==> config.mk <==
export PLATFORM = sky130hd
export DESIGN_NAME = overrange_fast_detect
export DESIGN_NICKNAME = d
export VERILOG_FILES = /design/src/overrange_pkg.sv /design/src/fd_cfg_if.sv /design/src/fd_hysteresis.sv /design/src/overrange_fast_detect.sv /design/src/sample_delay.sv
export SDC_FILE = /design/constraint.sdc
export NUM_CORES = 1
export LEC_CHECK = 0
export ABC_AREA = 1
export BUFFER_PORTS_ARGS = -buffer_cell sky130_fd_sc_hd__buf_2
export CORE_ASPECT_RATIO = 1.1
export CORE_MARGIN = 8
export CORE_UTILIZATION = 43
export DETAILED_ROUTE_END_ITERATION = 10
export GPL_TIMING_DRIVEN = 0
export HOLD_SLACK_MARGIN = 0.12
export MAX_ROUTING_LAYER = met4
export PLACE_DENSITY_LB_ADDON = 0.25
export SETUP_SLACK_MARGIN = 0.1
export SLEW_MARGIN = 25
export SYNTH_ARGS = -nofsm -noshare
export SYNTH_HDL_FRONTEND = slang
export SYNTH_SLANG_ARGS = --single-unit
==> constraint.sdc <==
create_clock -name clock -period 2.5 [get_ports clock]
set_clock_uncertainty 0.05 [all_clocks]
set_input_delay 0.5 -clock clock [delete_from_list [all_inputs] [get_ports clock]]
set_output_delay 0.5 -clock clock [all_outputs]
set_load 0.05 [all_outputs]
==> src/overrange_pkg.sv <==
// Purpose: Shared constants for the overrange and fast detect block
// Assumes: One sample clock, 8-bit register port with 12-bit addresses
// Notes: Reset values are zero except DWELL_LO_RST, which is one
package overrange_pkg;
	// --------------------------------------------------------------
	// Widths and latencies
	// --------------------------------------------------------------
	localparam int SAMPLE_W = 14;
	localparam int MAG_W = 13;
	localparam int DWELL_W = 16;
	localparam int NUM_VC = 8;
	localparam int CTRL_W = 2;
	localparam int ADDR_W = 12;
	localparam int DATA_LATENCY = 4;
	localparam int FD_MAX_LATENCY = 28;
	// --------------------------------------------------------------
	// Register offsets
	// --------------------------------------------------------------
	localparam logic [11:0] FD_PIN_SEL_OFS = 12'h040;
	localparam logic [11:0] UPPER_LO_OFS = 12'h247;
	localparam logic [11:0] UPPER_HI_OFS = 12'h248;
	localparam logic [11:0] LOWER_LO_OFS = 12'h249;
	localparam logic [11:0] LOWER_HI_OFS = 12'h24A;
	localparam logic [11:0] DWELL_LO_OFS = 12'h24B;
	localparam logic [11:0] DWELL_HI_OFS = 12'h24C;
	localparam logic [11:0] OVR_CLEAR_OFS = 12'h562;
	localparam logic [11:0] OVR_STICKY_OFS = 12'h563;
	// --------------------------------------------------------------
	// Fields and reset values
	// --------------------------------------------------------------
	localparam int PIN_SEL_W = 3;
	localparam int THR_HI_W = 5;
	localparam logic [2:0] PIN_SEL_FLAG = 3'h0;
	localparam logic [2:0] PIN_SEL_ALT = 3'h1;
	localparam logic [2:0] PIN_SEL_RST = 3'h0;
	localparam logic [7:0] THR_LO_RST = 8'h00;
	localparam logic [4:0] THR_HI_RST = 5'h00;
	localparam logic [7:0] DWELL_LO_RST = 8'h01;
	localparam logic [7:0] DWELL_HI_RST = 8'h00;
	localparam logic [7:0] CLEAR_RST = 8'h00;
	localparam logic [12:0] MAG_SAT = 13'h1FFF;
	localparam logic [15:0] DWELL_SAT = 16'hFFFF;
endpackage

==> src/fd_cfg_if.sv <==
// Purpose: Carries thresholds, dwell and detector state between modules
// Assumes: All signals on the sample clock
// Notes: cfg side drives settings, det side drives results
interface fd_cfg_if;
	logic [12:0] upper;
	logic [12:0] lower;
	logic [15:0] dwell;
	logic [12:0] magnitude;
	logic flag;
	modport cfg (output upper, output lower, output dwell, input magnitude, input flag);
	modport det (input upper, input lower, input dwell, output magnitude, output flag);
endinterface

==> src/fd_hysteresis.sv <==
// Purpose: Magnitude, threshold compare and dwell hysteresis
// Assumes: Two's complement samples, one per clock
// Notes: Flag follows the sample by two clocks
module fd_hysteresis (
	input wire logic clock, // Sample clock
	input wire logic srst, // Synchronous reset
	input wire logic [13:0] sample_in, // Converter output sample
	fd_cfg_if.det cfg // Settings in, magnitude and flag out
);
	logic [13:0] neg_w;
	logic [13:0] abs_w;
	logic [12:0] mag_w;
	logic [12:0] mag_ff;
	logic flag_ff;
	logic [15:0] cnt_ff;
	logic above_w;
	logic below_w;
	logic dwell_done_w;
	logic nxt_flag;
	logic [15:0] nxt_cnt;

	// Most negative code would overflow, so it saturates
	assign neg_w = 14'(~sample_in + 14'h0001);
	assign abs_w = sample_in[13] ? neg_w : sample_in;
	assign mag_w = abs_w[13] ? overrange_pkg::MAG_SAT : abs_w[12:0];

	assign above_w = mag_ff > cfg.upper;
	assign below_w = mag_ff < cfg.lower;
	assign dwell_done_w = cnt_ff >= cfg.dwell;
	// Upper crossing wins over any clear
	assign nxt_flag = above_w ? 1'b1 :
		(flag_ff && below_w && dwell_done_w) ? 1'b0 : flag_ff;
	// Any sample at or above the lower level restarts the dwell
	assign nxt_cnt = (flag_ff && below_w && !above_w) ?
		((cnt_ff == overrange_pkg::DWELL_SAT) ? cnt_ff : 16'(cnt_ff + 16'h0001)) : 16'h0000;

	always_ff @(posedge clock) begin
		if (srst) begin
			mag_ff <= '0;
			flag_ff <= 1'b0;
			cnt_ff <= '0;
		end else begin
			mag_ff <= mag_w;
			flag_ff <= nxt_flag;
			cnt_ff <= nxt_cnt;
		end
	end

	assign cfg.magnitude = mag_ff;
	assign cfg.flag = flag_ff;
endmodule

==> src/overrange_fast_detect.sv <==
// Purpose: Overrange flagging, sticky status and fast detect output
// Assumes: Register port carries decoded serial control port accesses
// Notes: Output word holds the sample in its upper bits, control bits below
// Functional notes
// - Raise overrange indicator when converter input exceeds its range.
// - With control bits enabled, carry overrange as sample control bit.
// - Overrange indicator latency equals the sample data latency.
// - Eight sticky overrange bits, one per virtual converter, held.
// - Clear sticky bit by writing clear bit one then zero.
// - Set fast detect at once when magnitude exceeds upper threshold.
// - Clear fast detect after magnitude below lower for over dwell.
// - Upper threshold over two addresses, compared with output magnitude.
// - Fast detect asserts within 28 clocks of upper crossing.
// - Lower threshold is 13 bits over two addresses, full scale 2^13.
// - Dwell time 1 to 65535 clocks over two addresses.
// - Three-bit field selects what drives the fast detect pin.
module overrange_fast_detect #(
	parameter int DATA_LATENCY = overrange_pkg::DATA_LATENCY
) (
	input wire logic clock, // Sample clock, 125 MHz
	input wire logic srst, // Synchronous reset, active high
	input wire logic [13:0] sample_in, // Converter output sample
	input wire logic overrange_in, // Converter input out of range
	input wire logic [7:0] vc_overrange, // Overrange per virtual converter
	input wire logic alt_pin_source, // Alternative source for the pin
	input wire logic [1:0] control_bits_per_sample, // Control bits used
	input wire logic [11:0] reg_addr, // Register address
	input wire logic reg_wr_en, // Register write strobe
	input wire logic [7:0] reg_wdata, // Register write data
	output logic [7:0] reg_rd_data, // Register read data
	output logic [15:0] sample_out, // Sample with control bits
	output logic fast_detect_flag, // Threshold flag
	output logic fd_pin // Fast detect pin function
);
	initial begin
		if (DATA_LATENCY < 2)
			$error("DATA_LATENCY must be at least 2");
	end

	// ----------------------------------------------------------------
	// Register file
	// ----------------------------------------------------------------
	logic [2:0] pin_sel_ff;
	logic [7:0] upper_lo_ff;
	logic [4:0] upper_hi_ff;
	logic [7:0] lower_lo_ff;
	logic [4:0] lower_hi_ff;
	logic [7:0] dwell_lo_ff;
	logic [7:0] dwell_hi_ff;
	logic [7:0] clear_ff;
	logic [7:0] sticky_ff;
	logic [7:0] nxt_sticky;
	logic [7:0] rd_mux;

	wire hit_pin_sel = reg_addr == overrange_pkg::FD_PIN_SEL_OFS;
	wire hit_upper_lo = reg_addr == overrange_pkg::UPPER_LO_OFS;
	wire hit_upper_hi = reg_addr == overrange_pkg::UPPER_HI_OFS;
	wire hit_lower_lo = reg_addr == overrange_pkg::LOWER_LO_OFS;
	wire hit_lower_hi = reg_addr == overrange_pkg::LOWER_HI_OFS;
	wire hit_dwell_lo = reg_addr == overrange_pkg::DWELL_LO_OFS;
	wire hit_dwell_hi = reg_addr == overrange_pkg::DWELL_HI_OFS;
	wire hit_clear = reg_addr == overrange_pkg::OVR_CLEAR_OFS;
	wire hit_sticky = reg_addr == overrange_pkg::OVR_STICKY_OFS;

	always_ff @(posedge clock) begin
		if (srst) begin
			pin_sel_ff <= overrange_pkg::PIN_SEL_RST;
			upper_lo_ff <= overrange_pkg::THR_LO_RST;
			upper_hi_ff <= overrange_pkg::THR_HI_RST;
			lower_lo_ff <= overrange_pkg::THR_LO_RST;
			lower_hi_ff <= overrange_pkg::THR_HI_RST;
			dwell_lo_ff <= overrange_pkg::DWELL_LO_RST;
			dwell_hi_ff <= overrange_pkg::DWELL_HI_RST;
			clear_ff <= overrange_pkg::CLEAR_RST;
		end else if (reg_wr_en) begin
			if (hit_pin_sel)
				pin_sel_ff <= reg_wdata[2:0];
			if (hit_upper_lo)
				upper_lo_ff <= reg_wdata;
			if (hit_upper_hi)
				upper_hi_ff <= reg_wdata[4:0];
			if (hit_lower_lo)
				lower_lo_ff <= reg_wdata;
			if (hit_lower_hi)
				lower_hi_ff <= reg_wdata[4:0];
			if (hit_dwell_lo)
				dwell_lo_ff <= reg_wdata;
			if (hit_dwell_hi)
				dwell_hi_ff <= reg_wdata;
			if (hit_clear)
				clear_ff <= reg_wdata;
		end
	end

	// Unmapped and reserved bits read as zero
	assign rd_mux = hit_pin_sel ? {5'h00, pin_sel_ff} :
		hit_upper_lo ? upper_lo_ff :
		hit_upper_hi ? {3'h0, upper_hi_ff} :
		hit_lower_lo ? lower_lo_ff :
		hit_lower_hi ? {3'h0, lower_hi_ff} :
		hit_dwell_lo ? dwell_lo_ff :
		hit_dwell_hi ? dwell_hi_ff :
		hit_clear ? clear_ff :
		hit_sticky ? sticky_ff : 8'h00;

	always_ff @(posedge clock) begin
		if (srst)
			reg_rd_data <= 8'h00;
		else
			reg_rd_data <= rd_mux;
	end

	// ----------------------------------------------------------------
	// Sticky overrange status
	// ----------------------------------------------------------------
	// Clear holds while the clear bit is high; a new event still wins
	assign nxt_sticky = vc_overrange | (sticky_ff & ~clear_ff);

	always_ff @(posedge clock) begin
		if (srst)
			sticky_ff <= 8'h00;
		else
			sticky_ff <= nxt_sticky;
	end

	// ----------------------------------------------------------------
	// Sample path with overrange control bit
	// ----------------------------------------------------------------
	logic [14:0] delayed_w;
	logic [1:0] ctrl_w;
	logic [15:0] nxt_sample_out;

	// Overrange rides the same pipe as its sample
	sample_delay #(
		.W(15),
		.DEPTH(DATA_LATENCY - 1)
	) u_delay (
		.clock(clock),
		.srst(srst),
		.din({sample_in, overrange_in}),
		.dout(delayed_w)
	);

	// Control bits fill from the most significant one downward
	assign ctrl_w = (control_bits_per_sample != 2'h0) ? {delayed_w[0], 1'b0} : 2'h0;
	assign nxt_sample_out = {delayed_w[14:1], ctrl_w};

	always_ff @(posedge clock) begin
		if (srst)
			sample_out <= 16'h0000;
		else
			sample_out <= nxt_sample_out;
	end

	// ----------------------------------------------------------------
	// Fast detect
	// ----------------------------------------------------------------
	fd_cfg_if fd ();

	assign fd.upper = {upper_hi_ff, upper_lo_ff};
	assign fd.lower = {lower_hi_ff, lower_lo_ff};
	assign fd.dwell = {dwell_hi_ff, dwell_lo_ff};

	fd_hysteresis u_fd (
		.clock(clock),
		.srst(srst),
		.sample_in(sample_in),
		.cfg(fd)
	);

	assign fast_detect_flag = fd.flag;

	logic nxt_fd_pin;
	// Unused selections hold the pin low
	assign nxt_fd_pin = (pin_sel_ff == overrange_pkg::PIN_SEL_FLAG) ? fd.flag :
		(pin_sel_ff == overrange_pkg::PIN_SEL_ALT) ? alt_pin_source : 1'b0;

	always_ff @(posedge clock) begin
		if (srst)
			fd_pin <= 1'b0;
		else
			fd_pin <= nxt_fd_pin;
	end

	// Run of samples below lower while the flag is up
	logic [16:0] below_run_ff;
	always_ff @(posedge clock) begin
		if (srst)
			below_run_ff <= '0;
		else if (fd.flag && fd.magnitude < fd.lower && fd.magnitude <= fd.upper)
			below_run_ff <= 17'(below_run_ff + 17'h00001);
		else
			below_run_ff <= '0;
	end
endmodule

==> src/sample_delay.sv <==
// Purpose: Fixed-length register pipeline
// Assumes: DEPTH of at least one
// Notes: Used to keep the overrange bit in step with its sample
module sample_delay #(
	parameter int W = 15,
	parameter int DEPTH = 3
) (
	input wire logic clock, // Sample clock
	input wire logic srst, // Synchronous reset
	input wire logic [W-1:0] din, // Word entering the pipe
	output logic [W-1:0] dout // Word after DEPTH cycles
);
	logic [W-1:0] stage_ff [DEPTH];

	initial begin
		if (DEPTH < 1)
			$error("sample_delay needs DEPTH >= 1");
	end

	always_ff @(posedge clock) begin
		if (srst) begin
			for (int i = 0; i < DEPTH; i++)
				stage_ff[i] <= '0;
		end else begin
			stage_ff[0] <= din;
			for (int i = 1; i < DEPTH; i++)
				stage_ff[i] <= stage_ff[i-1];
		end
	end

	assign dout = stage_ff[DEPTH-1];
endmodule

# After elaboration in Yosys (flattened, before gate mapping)
# Memories as Yosys holds them, arrays and structs flattened.
# Index checks and enable logic that the tools add are counted.
# W data, S select, Z words.
dict set report totals {
  ff_bits 116
  latch_bits 0
  mem_bits_rw 45
  romBits 0
  out_inout_bits 26
  mem_count 1
}
dict set report op_classes {
  n_addsub 2
  mul 0
  div_mod_pow 0
  order_cmp 3
  eq_ne 11
  shifts 0
  muxes 21
  n_bitwise 9
  reduce_logical 18
}
# memory depth width rd rd_clocked_by_memory_dff write_ports line
set mem_list {}
lappend mem_list {u_delay.stage_ff 3 15 3 0 3 sample_delay.sv:13} ;# logic [W-1:0] stage_ff [DEPTH];
# operator n
set ops {}
lappend ops {{$eq A12 B10 Y1 const B} 6}
lappend ops {{$mux W8} 8}
lappend ops {{$mux W15} 3}
lappend ops {{$eq A12 B11 Y1 const B} 2}
lappend ops {{$add A16 B1 Y16 const B} 1}
lappend ops {{$eq A16 B16 Y1 const B} 1}
lappend ops {{$ge A16 B16 Y1} 1}
lappend ops {{$reduce_and A2 Y1} 8}
lappend ops {{$add A14 B1 Y14 const B} 1}
lappend ops {{$mux W14} 1}
lappend ops {{$not A14 Y14} 1}
lappend ops {{$gt A13 B13 Y1} 1}
lappend ops {{$lt A13 B13 Y1} 1}
lappend ops {{$mux W13} 1}
lappend ops {{$eq A12 B7 Y1 const B} 1}
lappend ops {{$and A8 B8 Y8} 1}
lappend ops {{$not A8 Y8} 1}
lappend ops {{$or A8 B8 Y8} 1}
lappend ops {{$mux W1} 7}
lappend ops {{$reduce_or A2 Y1} 3}
lappend ops {{$reduce_bool A2 Y1} 2}
lappend ops {{$eq A3 B1 Y1 const B} 1}
lappend ops {{$logic_and A1 B1 Y1} 3}
lappend ops {{$logic_not A3 Y1} 1}
lappend ops {{4 further kinds} 7}

# Longest topological paths before layout
# Gate-level depths: netlist (run 1).
dict set report depth {
  depth_word 10
  ltp_mapped 13
}

# Cells and area by module
# Synthesis (run 1) repeated with hierarchy kept, for this count alone.
dict set report hier_totals {
  cells_unflattened 1073
  hier_area_um2 7895.1
}
# module instances cells_per_inst area_each_um2 seq_area_each_um2
set by_module_without_submodules {}
lappend by_module_without_submodules {overrange_fast_detect 1 513 3779.9 1701.6}
lappend by_module_without_submodules {fd_hysteresis 1 405 2707.6 600.6}
lappend by_module_without_submodules {sample_delay 1 155 1407.6 900.9}

# Worst setup path after synthesis (run 1)
# Ideal clock, no wire load.
dict set report synth_path {
  path_type {register to register}
  from {reg upper_hi_ff[4]}
  to {reg u_fd.cnt_ff[11]}
  setup_time_ps 117
  arrival_time_ps 1605
  slack_ps 727
  path_stages_with_launch 11
  n_path_buf 1
  synth_period_minus_slack_ps 1773
  path_cell_list {dfxtp_1 inv_1 ha_1 nand2_1 nor4_1 o21ai_0 nand2_1 nand2_1 nand3_1 buf_2 nor2_1}
}
dict set report synth_via {
  elab_chain_len 5
}
# item line
set synth_rtl {}
lappend synth_rtl {{from (decl)} overrange_fast_detect.sv:45} ;# logic [4:0] upper_hi_ff;
lappend synth_rtl {{from (signal assigned)} overrange_fast_detect.sv:69} ;# upper_hi_ff <= overrange_pkg::THR_HI_RST;
lappend synth_rtl {{from (signal assigned)} overrange_fast_detect.sv:81} ;# upper_hi_ff <= reg_wdata[4:0];
lappend synth_rtl {{$gt A13 B13 Y1} fd_hysteresis.sv:27} ;# assign above_w = mag_ff > cfg.upper;
lappend synth_rtl {{$logic_not A1 Y1} fd_hysteresis.sv:34} ;# assign nxt_cnt = (flag_ff && below_w && !above_w) ?
lappend synth_rtl {{$logic_and A1 B1 Y1} fd_hysteresis.sv:34}
lappend synth_rtl {{$not A1 Y1 (no source line)} --}
lappend synth_rtl {{$reduce_or A2 Y1 (no source line)} --}
lappend synth_rtl {{to (signal assigned)} fd_hysteresis.sv:45} ;# cnt_ff <= nxt_cnt;
lappend synth_rtl {{to (decl)} fd_hysteresis.sv:15} ;# logic [15:0] cnt_ff;
# No other way between the ends.
# A chain may end at the register's enable or synchronous reset.

# Worst setup path after layout (run 1)
dict set report layout_path {
  from {reg lower_lo_ff[2]}
  to {reg u_fd.cnt_ff[12]}
}
dict set report layout_via {
  elab_chain_len 5
}
# item line
set layout_rtl {}
lappend layout_rtl {{from (decl)} overrange_fast_detect.sv:46} ;# logic [7:0] lower_lo_ff;
lappend layout_rtl {{from (signal assigned)} overrange_fast_detect.sv:70} ;# lower_lo_ff <= overrange_pkg::THR_LO_RST;
lappend layout_rtl {{from (signal assigned)} overrange_fast_detect.sv:83} ;# lower_lo_ff <= reg_wdata;
lappend layout_rtl {{$lt A13 B13 Y1} fd_hysteresis.sv:28} ;# assign below_w = mag_ff < cfg.lower;
lappend layout_rtl {{$logic_and A1 B1 Y1 (2 in a row)} fd_hysteresis.sv:34}
lappend layout_rtl {{$not A1 Y1 (no source line)} --}
lappend layout_rtl {{$reduce_or A2 Y1 (no source line)} --}
# No other way between the ends.

==> metrics.txt, run 1 <==
I/O pins 75; FF-to-FF path depth 12; post-synth design cell area 7440 sq um; Slew HR 0.555; clock tree sinks 160; largest net degree at the start of global routing 19; Crit Reg-Reg Startpoint lower_lo_ff[2]; critical path class reg -> reg; Iter 0 DRT Violations 386; Total GRT Usage 0.193; Crit path largest cell delay 0.42 ns; Max Freq 0.457 GHz; grt ovf 0; initial core utilization 0.439; Min-Delay Path Depth 3; Critical Path Fanout Max 10; ys async rst share 0; H-tree depth 4; Seq/Total Area, Yosys 0.431; cells along the critical path inv_1, ha_1, nand2_1, inv_1, o21ai_0, nand3_1, nand3_1, nand2_1, nor2_1, nand3_2, buf_2, a21oi_1; Max-Cap Viols 0; r2r setup slk 0.31 ns; Worst Hold End u_delay.stage_ff[0][0]; Synth top cells by count inv_1, nor2_1, dfxtp_1, nand2_1, a21oi_1; layout cell share with drive strength beyond 1 0.144; Port Buffers 72; worst hold start overrange_in; most frequent cell after synthesis inv_1; largest cells by area after synthesis dfxtp_1, inv_1, nor2_1, ha_1, nand2_1; Fin. Hold Viols 0; ys flop type dfxtp_1; Die Y 154 microns; leading area contributor after synthesis dfxtp_1; unrepaired setup endpoints after global routing false; placed cells 1280; wire per inst 15.2 microns; worst min-delay path class in -> reg; initial antenna violation count 1; antenna-violating nets left 0; final max-slew violation count 0; Startpoint Class flop; CTS buffer count 17; Post-synth EDFFs 0; Slowest cell on crit path dfxtp_1; via count of the first global-routing pass 6221; Skew-Pair Late Insertion Delay 0.44 ns; post-layout net count 1157; Area growth syn-to-layout 16.9%; core region area 17000 sq um; Finished Layout Cells 1313; clock transition at the registers of the reported paths 0.07 ns; PwrDens 649 nW/um^2; maximum vdd ir drop 0.517 mV; R2R Path End u_fd.cnt_ff[12]; WP data required 2.81 ns; Unique masters post-synth 39; Post-Synthesis Net Count 1066; Crit. End Element flop; run status finished, final reports clean; Root Buffer clkbuf_16; GP Congestion 0.947; CP arrival 2.50 ns; Synth Instances 974; #FFs+latches synth 160; Synth Area per Inst 7.64 sq um; Synth top area share 0.431; via/cell ratio 4.91; Routed WL 20000 microns; # rows 50; sum of negative setup slack 0 ns; Die ar. 21800 sq um; Synth warnings 0; WP buf/inv 3; Longest Clk Path Bufs 2; Final Cycle Share 0.875; DP Wirelength 15800 microns; die width 141 microns; min cycle time layout 2.19 ns; leakage power 0.00386 uW; total power 5640 uW; Final Setup Violations 0; DRC viols 0; Tightest Pin Transition 0.668 ns; DR pass1 iterations 5; first-pass GRT wire length 31500 microns; cell family with most CP delay simple AND/OR/NAND/NOR gates; final hold slack 0.212 ns; CTS tree yes; via count 6450
## flip-flops by register name, indices dropped and copies added (netlist names), 13 cells and up
name	cells
sample_out	15
u_fd.cnt_ff	16
u_fd.cfg.magnitude	13
u_delay.stage_ff	45
## area by class of cell
cell class | count | area (sq um)
Antenna cell | 1 | 2.50
Buffer | 24 | 154
Clock buffer | 17 | 425
Clock inverter | 15 | 170
Fill cell | 1671 | 8260
Inverter | 184 | 691
Multi-Input combinational cell | 606 | 3390
Sequential cell | 160 | 3200
Tap cell | 234 | 293
Timing Repair Buffer | 72 | 360
## cells by family (layout without fill, tap and decap cells)
logic type / count (synthesis) / count (layout) / share of synthesized area
flops: 160 / 160 / 0.431
simple gates: 370 / 370 / 0.225
fa+ha+maj: 43 / 43 / 0.0723
xor+xnor: 17 / 17 / 0.0200
other cells: 1 / 2 / 0.000504
compound gates: 175 / 175 / 0.137
buf+inv: 208 / 312 / 0.114
## what timing repair did
item / in CTS / in global routing
resized for setup: 0 / 1
setup endpoints to repair: 0 / 8
hold endpoints to repair: 0 / 0
hold buffers: 0 / 0
buffers inserted: 0 / 0
## where the power goes
part | internal [uW] | total (uW) | switching [uW] | leakage (uW)
clock network | 1340 | 2560 | 1230 | 0.000284
logic | 138 | 437 | 298 | 0.00227
registers | 2610 | 2640 | 29.1 | 0.00130
## per-layer routing
| layer | vias up | GRT usage | part of all wire |
|---|---|---|---|
| met5 | - | - | 0 |
| met1 | 2952 | 0.218 | 0.43 |
| li1 | 3312 | - | - |
| met4 | 0 | 0.0625 | 0.019 |
| met2 | 160 | 0.335 | 0.50 |
| met3 | 26 | 0.0381 | 0.049 |
## worst max-delay path by stage
stage,start,end,slack (ns),cells after the start
3_3_place_gp,srst,u_fd.cfg.magnitude[6],0.15,4
2_1_floorplan,upper_hi_ff[4],u_fd.cnt_ff[11],0.73,10
4_1_cts,lower_lo_ff[2],u_fd.cnt_ff[12],0.22,12
3_5_place_dp,srst,u_fd.cfg.magnitude[6],0.21,4
5_1_grt,lower_lo_ff[2],u_fd.cnt_ff[12],0.14,12
6_report,lower_lo_ff[2],u_fd.cnt_ff[12],0.31,12
## metrics by stage
stage | area (sq um) | worst slack, ns | util
6_report | 8690 | 0.313 | 0.513
3_5_place_dp | 8090 | 0.209 | 0.477
5_1_grt | 8690 | 0.142 | 0.513
3_3_place_gp | 8090 | 0.149 | 0.477
2_1_floorplan | 7440 | 0.727 | -
4_1_cts | 8690 | 0.223 | 0.512
## tightest hold or removal path: cells and delay by family
family	cells	cell delay [ns]
and+or+nand+nor	1	0.06
buffers and inverters	2	0.10
## cells in the final DEF, fill, tap and decap left out, types with 5 or more instances in the layout
cell type / n
inv_1: 177
nor2_1: 169
dfxtp_1: 160
nand2_1: 104
buf_2: 74
a21oi_1: 72
o21ai_0: 54
ha_1: 43
nand3_1: 36
a211oi_1: 28
clkbuf_16: 17
clkbuf_1: 15
nor3_1: 14
xor2_1: 14
nand4_1: 13
nor2_2: 7
nand2_2: 7
inv_2: 7
a211oi_2: 6
o211ai_1: 5
nor4_1: 5
clkinv_8: 5
Power figures use the tool's default switching activity.
==> inputs of run 2 (changes only) <==
SYNTH_HIERARCHICAL = 1   (was unset)
==> run 2 against run 1 <==
  * Sequential power about the same
  * Sequential cell count unchanged
  * Sequential share of layout area decreased by 1.7 points
  * Highest routed layer unchanged
==> metrics.txt, run 2 <==
final max-slew violation count 0 (unchanged); via/cell ratio 4.79 (-2.4%); Net Sw Frac 0.264 (-0.0111); Post-synth EDFFs 0 (unchanged); Max Freq 0.496 GHz (+8.6%); Setup WS pre-CTS 0.332 ns (+0.124 ns); run status finished, final reports clean; die width 145 microns (+2.7%); Psw 1470 uW (-5.1%); CTS Hold Bufs 0 (unchanged); Crit. End Element flop; Flop pwr share 0.473 (+0.005); worst hold start overrange_in; layout cell share with drive strength beyond 1 0.166 (+0.0219); Slew HR 0.526 (-0.0291); R2R Path End u_fd/cnt_ff[10]; Min-Delay Path Depth 3 (unchanged); Area growth syn-to-layout 15.5%; Crit path largest cell delay 0.36 ns (-0.06 ns); most frequent cell after synthesis inv_1; Largest regs u_delay/stage_ff x45, u_fd/cnt_ff x16, sample_out x15; max reg flops 45 (unchanged); DRC viols 0 (unchanged); I/O pins 75 (unchanged); clock transition at the registers of the reported paths 0.07 ns (about the same); Max-Cap Viols 0 (unchanged); wire per inst 13.3 microns (-13%); core region area 18200 sq um (+7.5%); Iter 0 DRT Violations 468 (+21%); Total GRT Usage 0.174 (-0.0192); most flop-heavy register u_delay/stage_ff; sequential cell area 3200 sq um (unchanged); # rows 52 (+4.0%); Critical Path Fanout Max 10 (unchanged); Resize count post-CTS 0 (unchanged); postcts setup bufs 0 (unchanged); antenna fix cells 0 (-1); ys async rst share 0 (unchanged); via count 6805 (+5.5%); Final Setup Violations 0 (unchanged); Routed WL 18900 microns (-5.7%); initial antenna violation count 0 (-1); largest cells by area after synthesis dfxtp_1, inv_1, nand2_1, nor2_1, ha_1; Clk network pwr share 0.445 (-0.010); via count of the first global-routing pass 6435 (+3.4%); Root Buffer clkbuf_16; initial core utilization 0.433 (-0.00529); FF-to-FF path depth 12 (unchanged); DR pass1 iterations 5 (unchanged); Synth top cells by count inv_1, nand2_1, dfxtp_1, nor2_1, a21oi_1; unrepaired setup endpoints after global routing false; dpl cell area 8560 sq um (+5.8%); Longest Clk Path Bufs 2 (unchanged); cells along the critical path inv_1, ha_1, nand2_1, inv_1, nand2_1, nand2_1, nor2_1, nor2_1, nor2_1, nand3_4, buf_6, a21oi_2; Synth Area per Inst 7.36 sq um (-3.6%); commonest non-fill, non-tap cells in the layout inv_1, nand2_1, dfxtp_1; Fill cells 1857 (+11%); PwrDens 612 nW/um^2 (-5.7%); Worst Hold End u_delay/stage_ff[0][0]; worst min-delay path class in -> reg; cell family with most CP delay simple AND/OR/NAND/NOR gates; area of the multi-input gates 3650 sq um (+7.4%); Synth Instances 1073 (+10%); Tightest Pin Transition 0.712 ns (+0.0437 ns); maximum vdd ir drop 0.441 mV (-15%); total power 5580 uW (-1.1%); clock tree sinks 160 (unchanged); H-tree depth 4 (unchanged); design area 9120 sq um (+4.9%); r2r setup slk 0.49 ns (+0.17 ns); Slowest cell on crit path dfxtp_1; Skew-Pair Late Insertion Delay 0.43 ns (about the same); Synth top area share 0.406 (-0.0250); DP Wirelength 14600 microns (-8.1%); Crit Reg-Reg Startpoint lower_lo_ff[3]; Unique masters post-synth 47 (+21%); Fin. Hold Viols 0 (unchanged); Port Buffers 72 (unchanged); sum of negative setup slack 0 ns (unchanged); grt ovf 0 (unchanged); WP data required 2.81 ns (about the same); largest net degree at the start of global routing 17 (-2); #FFs+latches synth 160 (unchanged); GP Congestion 0.930 (-1.8%); min cycle time layout 2.01 ns (-0.172 ns); Synth warnings 6 (+6); post-layout net count 1256 (+8.6%); Seq/Total Area, Yosys 0.406 (-0.0250); CTS buffer count 17 (unchanged); critical path class reg -> reg; PnR worst setup slack 0.485 ns (+0.172 ns); CTS tree yes; Final Cycle Share 0.806 (-0.0690); leakage power 0.00425 uW (+10%); Post-Synthesis Net Count 1165 (+9.3%); ys flop type dfxtp_1; commonest non-fill, non-tap cell in the layout inv_1; antenna-violating nets left 0 (unchanged); Die ar. 23000 sq um (+5.5%); Die Y 158 microns (+2.7%); WP buf/inv 3 (unchanged); CP arrival 2.33 ns (-0.17 ns); post-synth design cell area 7900 sq um (+6.2%); first-pass GRT wire length 31100 microns (-1.4%); Comb pwr share 0.082 (+0.005); leading area contributor after synthesis dfxtp_1; internal cell power 4110 uW (+0.42%); Startpoint Class flop
## run 2: layout make-up
class | count | area share
flip-flops and latches | 160 | 0.351
multi-input cells | 670 | 0.400
plain buffers | 39 | 0.0306
inverters | 204 | 0.0841
well taps | 243 | 0.0333
repair buffers | 72 | 0.0395
clock inverters | 13 | 0.0128
clock buffers | 19 | 0.0486
## run 2: power by group through the flow
stage	clock, uW	sequential, uW	combinational (uW)
global route	2630	2650	520
global placement	0	2700	450
detailed placement	0	2700	456
floorplan	0	2710	284
CTS	2530	2640	458
finish	2480	2640	456
## run 2: through the flow
step | util | instances | hold slack [ns]
after floorplan | - | 1073 | 0.338
after global placement | 0.470 | 1388 | 0.341
after detailed placement | 0.470 | 1388 | 0.343
after CTS | 0.501 | 1420 | 0.207
after global routing | 0.501 | 1420 | 0.228
final | 0.501 | 1420 | 0.218
## run 2: worst min-delay path, delay by kind of cell
kind | cells | cell delay [ns]
simple gates | 1 | 0.06
buf+inv | 2 | 0.10
## run 2: worst max path at each step
stage               cells past startpoint      startpoint  slack, ns         endpoint
detailed placement                      6            srst       0.33   lower_hi_ff[3]
CTS                                    12  lower_lo_ff[4]       0.47  u_fd/cnt_ff[10]
finish                                 12  lower_lo_ff[3]       0.49  u_fd/cnt_ff[10]
global route                           12  lower_lo_ff[3]       0.33   u_fd/cnt_ff[9]
floorplan                              10    reg_addr[10]       0.80   lower_lo_ff[5]
global placement                        6            srst       0.37   reg_rd_data[2]
## run 2: kinds of logic (layout without fill, tap and decap cells)
| family | count (synthesis) | after routing | share of synthesized area |
|---|---|---|---|
| AO/OA/AOI/OAI | 173 | 173 | 0.120 |
| other | 1 | 1 | 0.000475 |
| adder cells (fa/ha/maj) | 43 | 43 | 0.0681 |
| buffers and inverters | 243 | 347 | 0.132 |
| flip-flops | 160 | 160 | 0.406 |
| XOR/XNOR | 14 | 14 | 0.0155 |
| AND/OR/NAND/NOR | 438 | 438 | 0.257 |
| multiplexers | 1 | 1 | 0.00127 |
## run 2: routing by layer
layer  part of all wire  routed length (microns)  track usage
met5                  0                        0            -
met4              0.018                      345       0.0630
met3              0.045                      855       0.0309
met2               0.49                     9200        0.295
met1               0.45                     8460        0.204
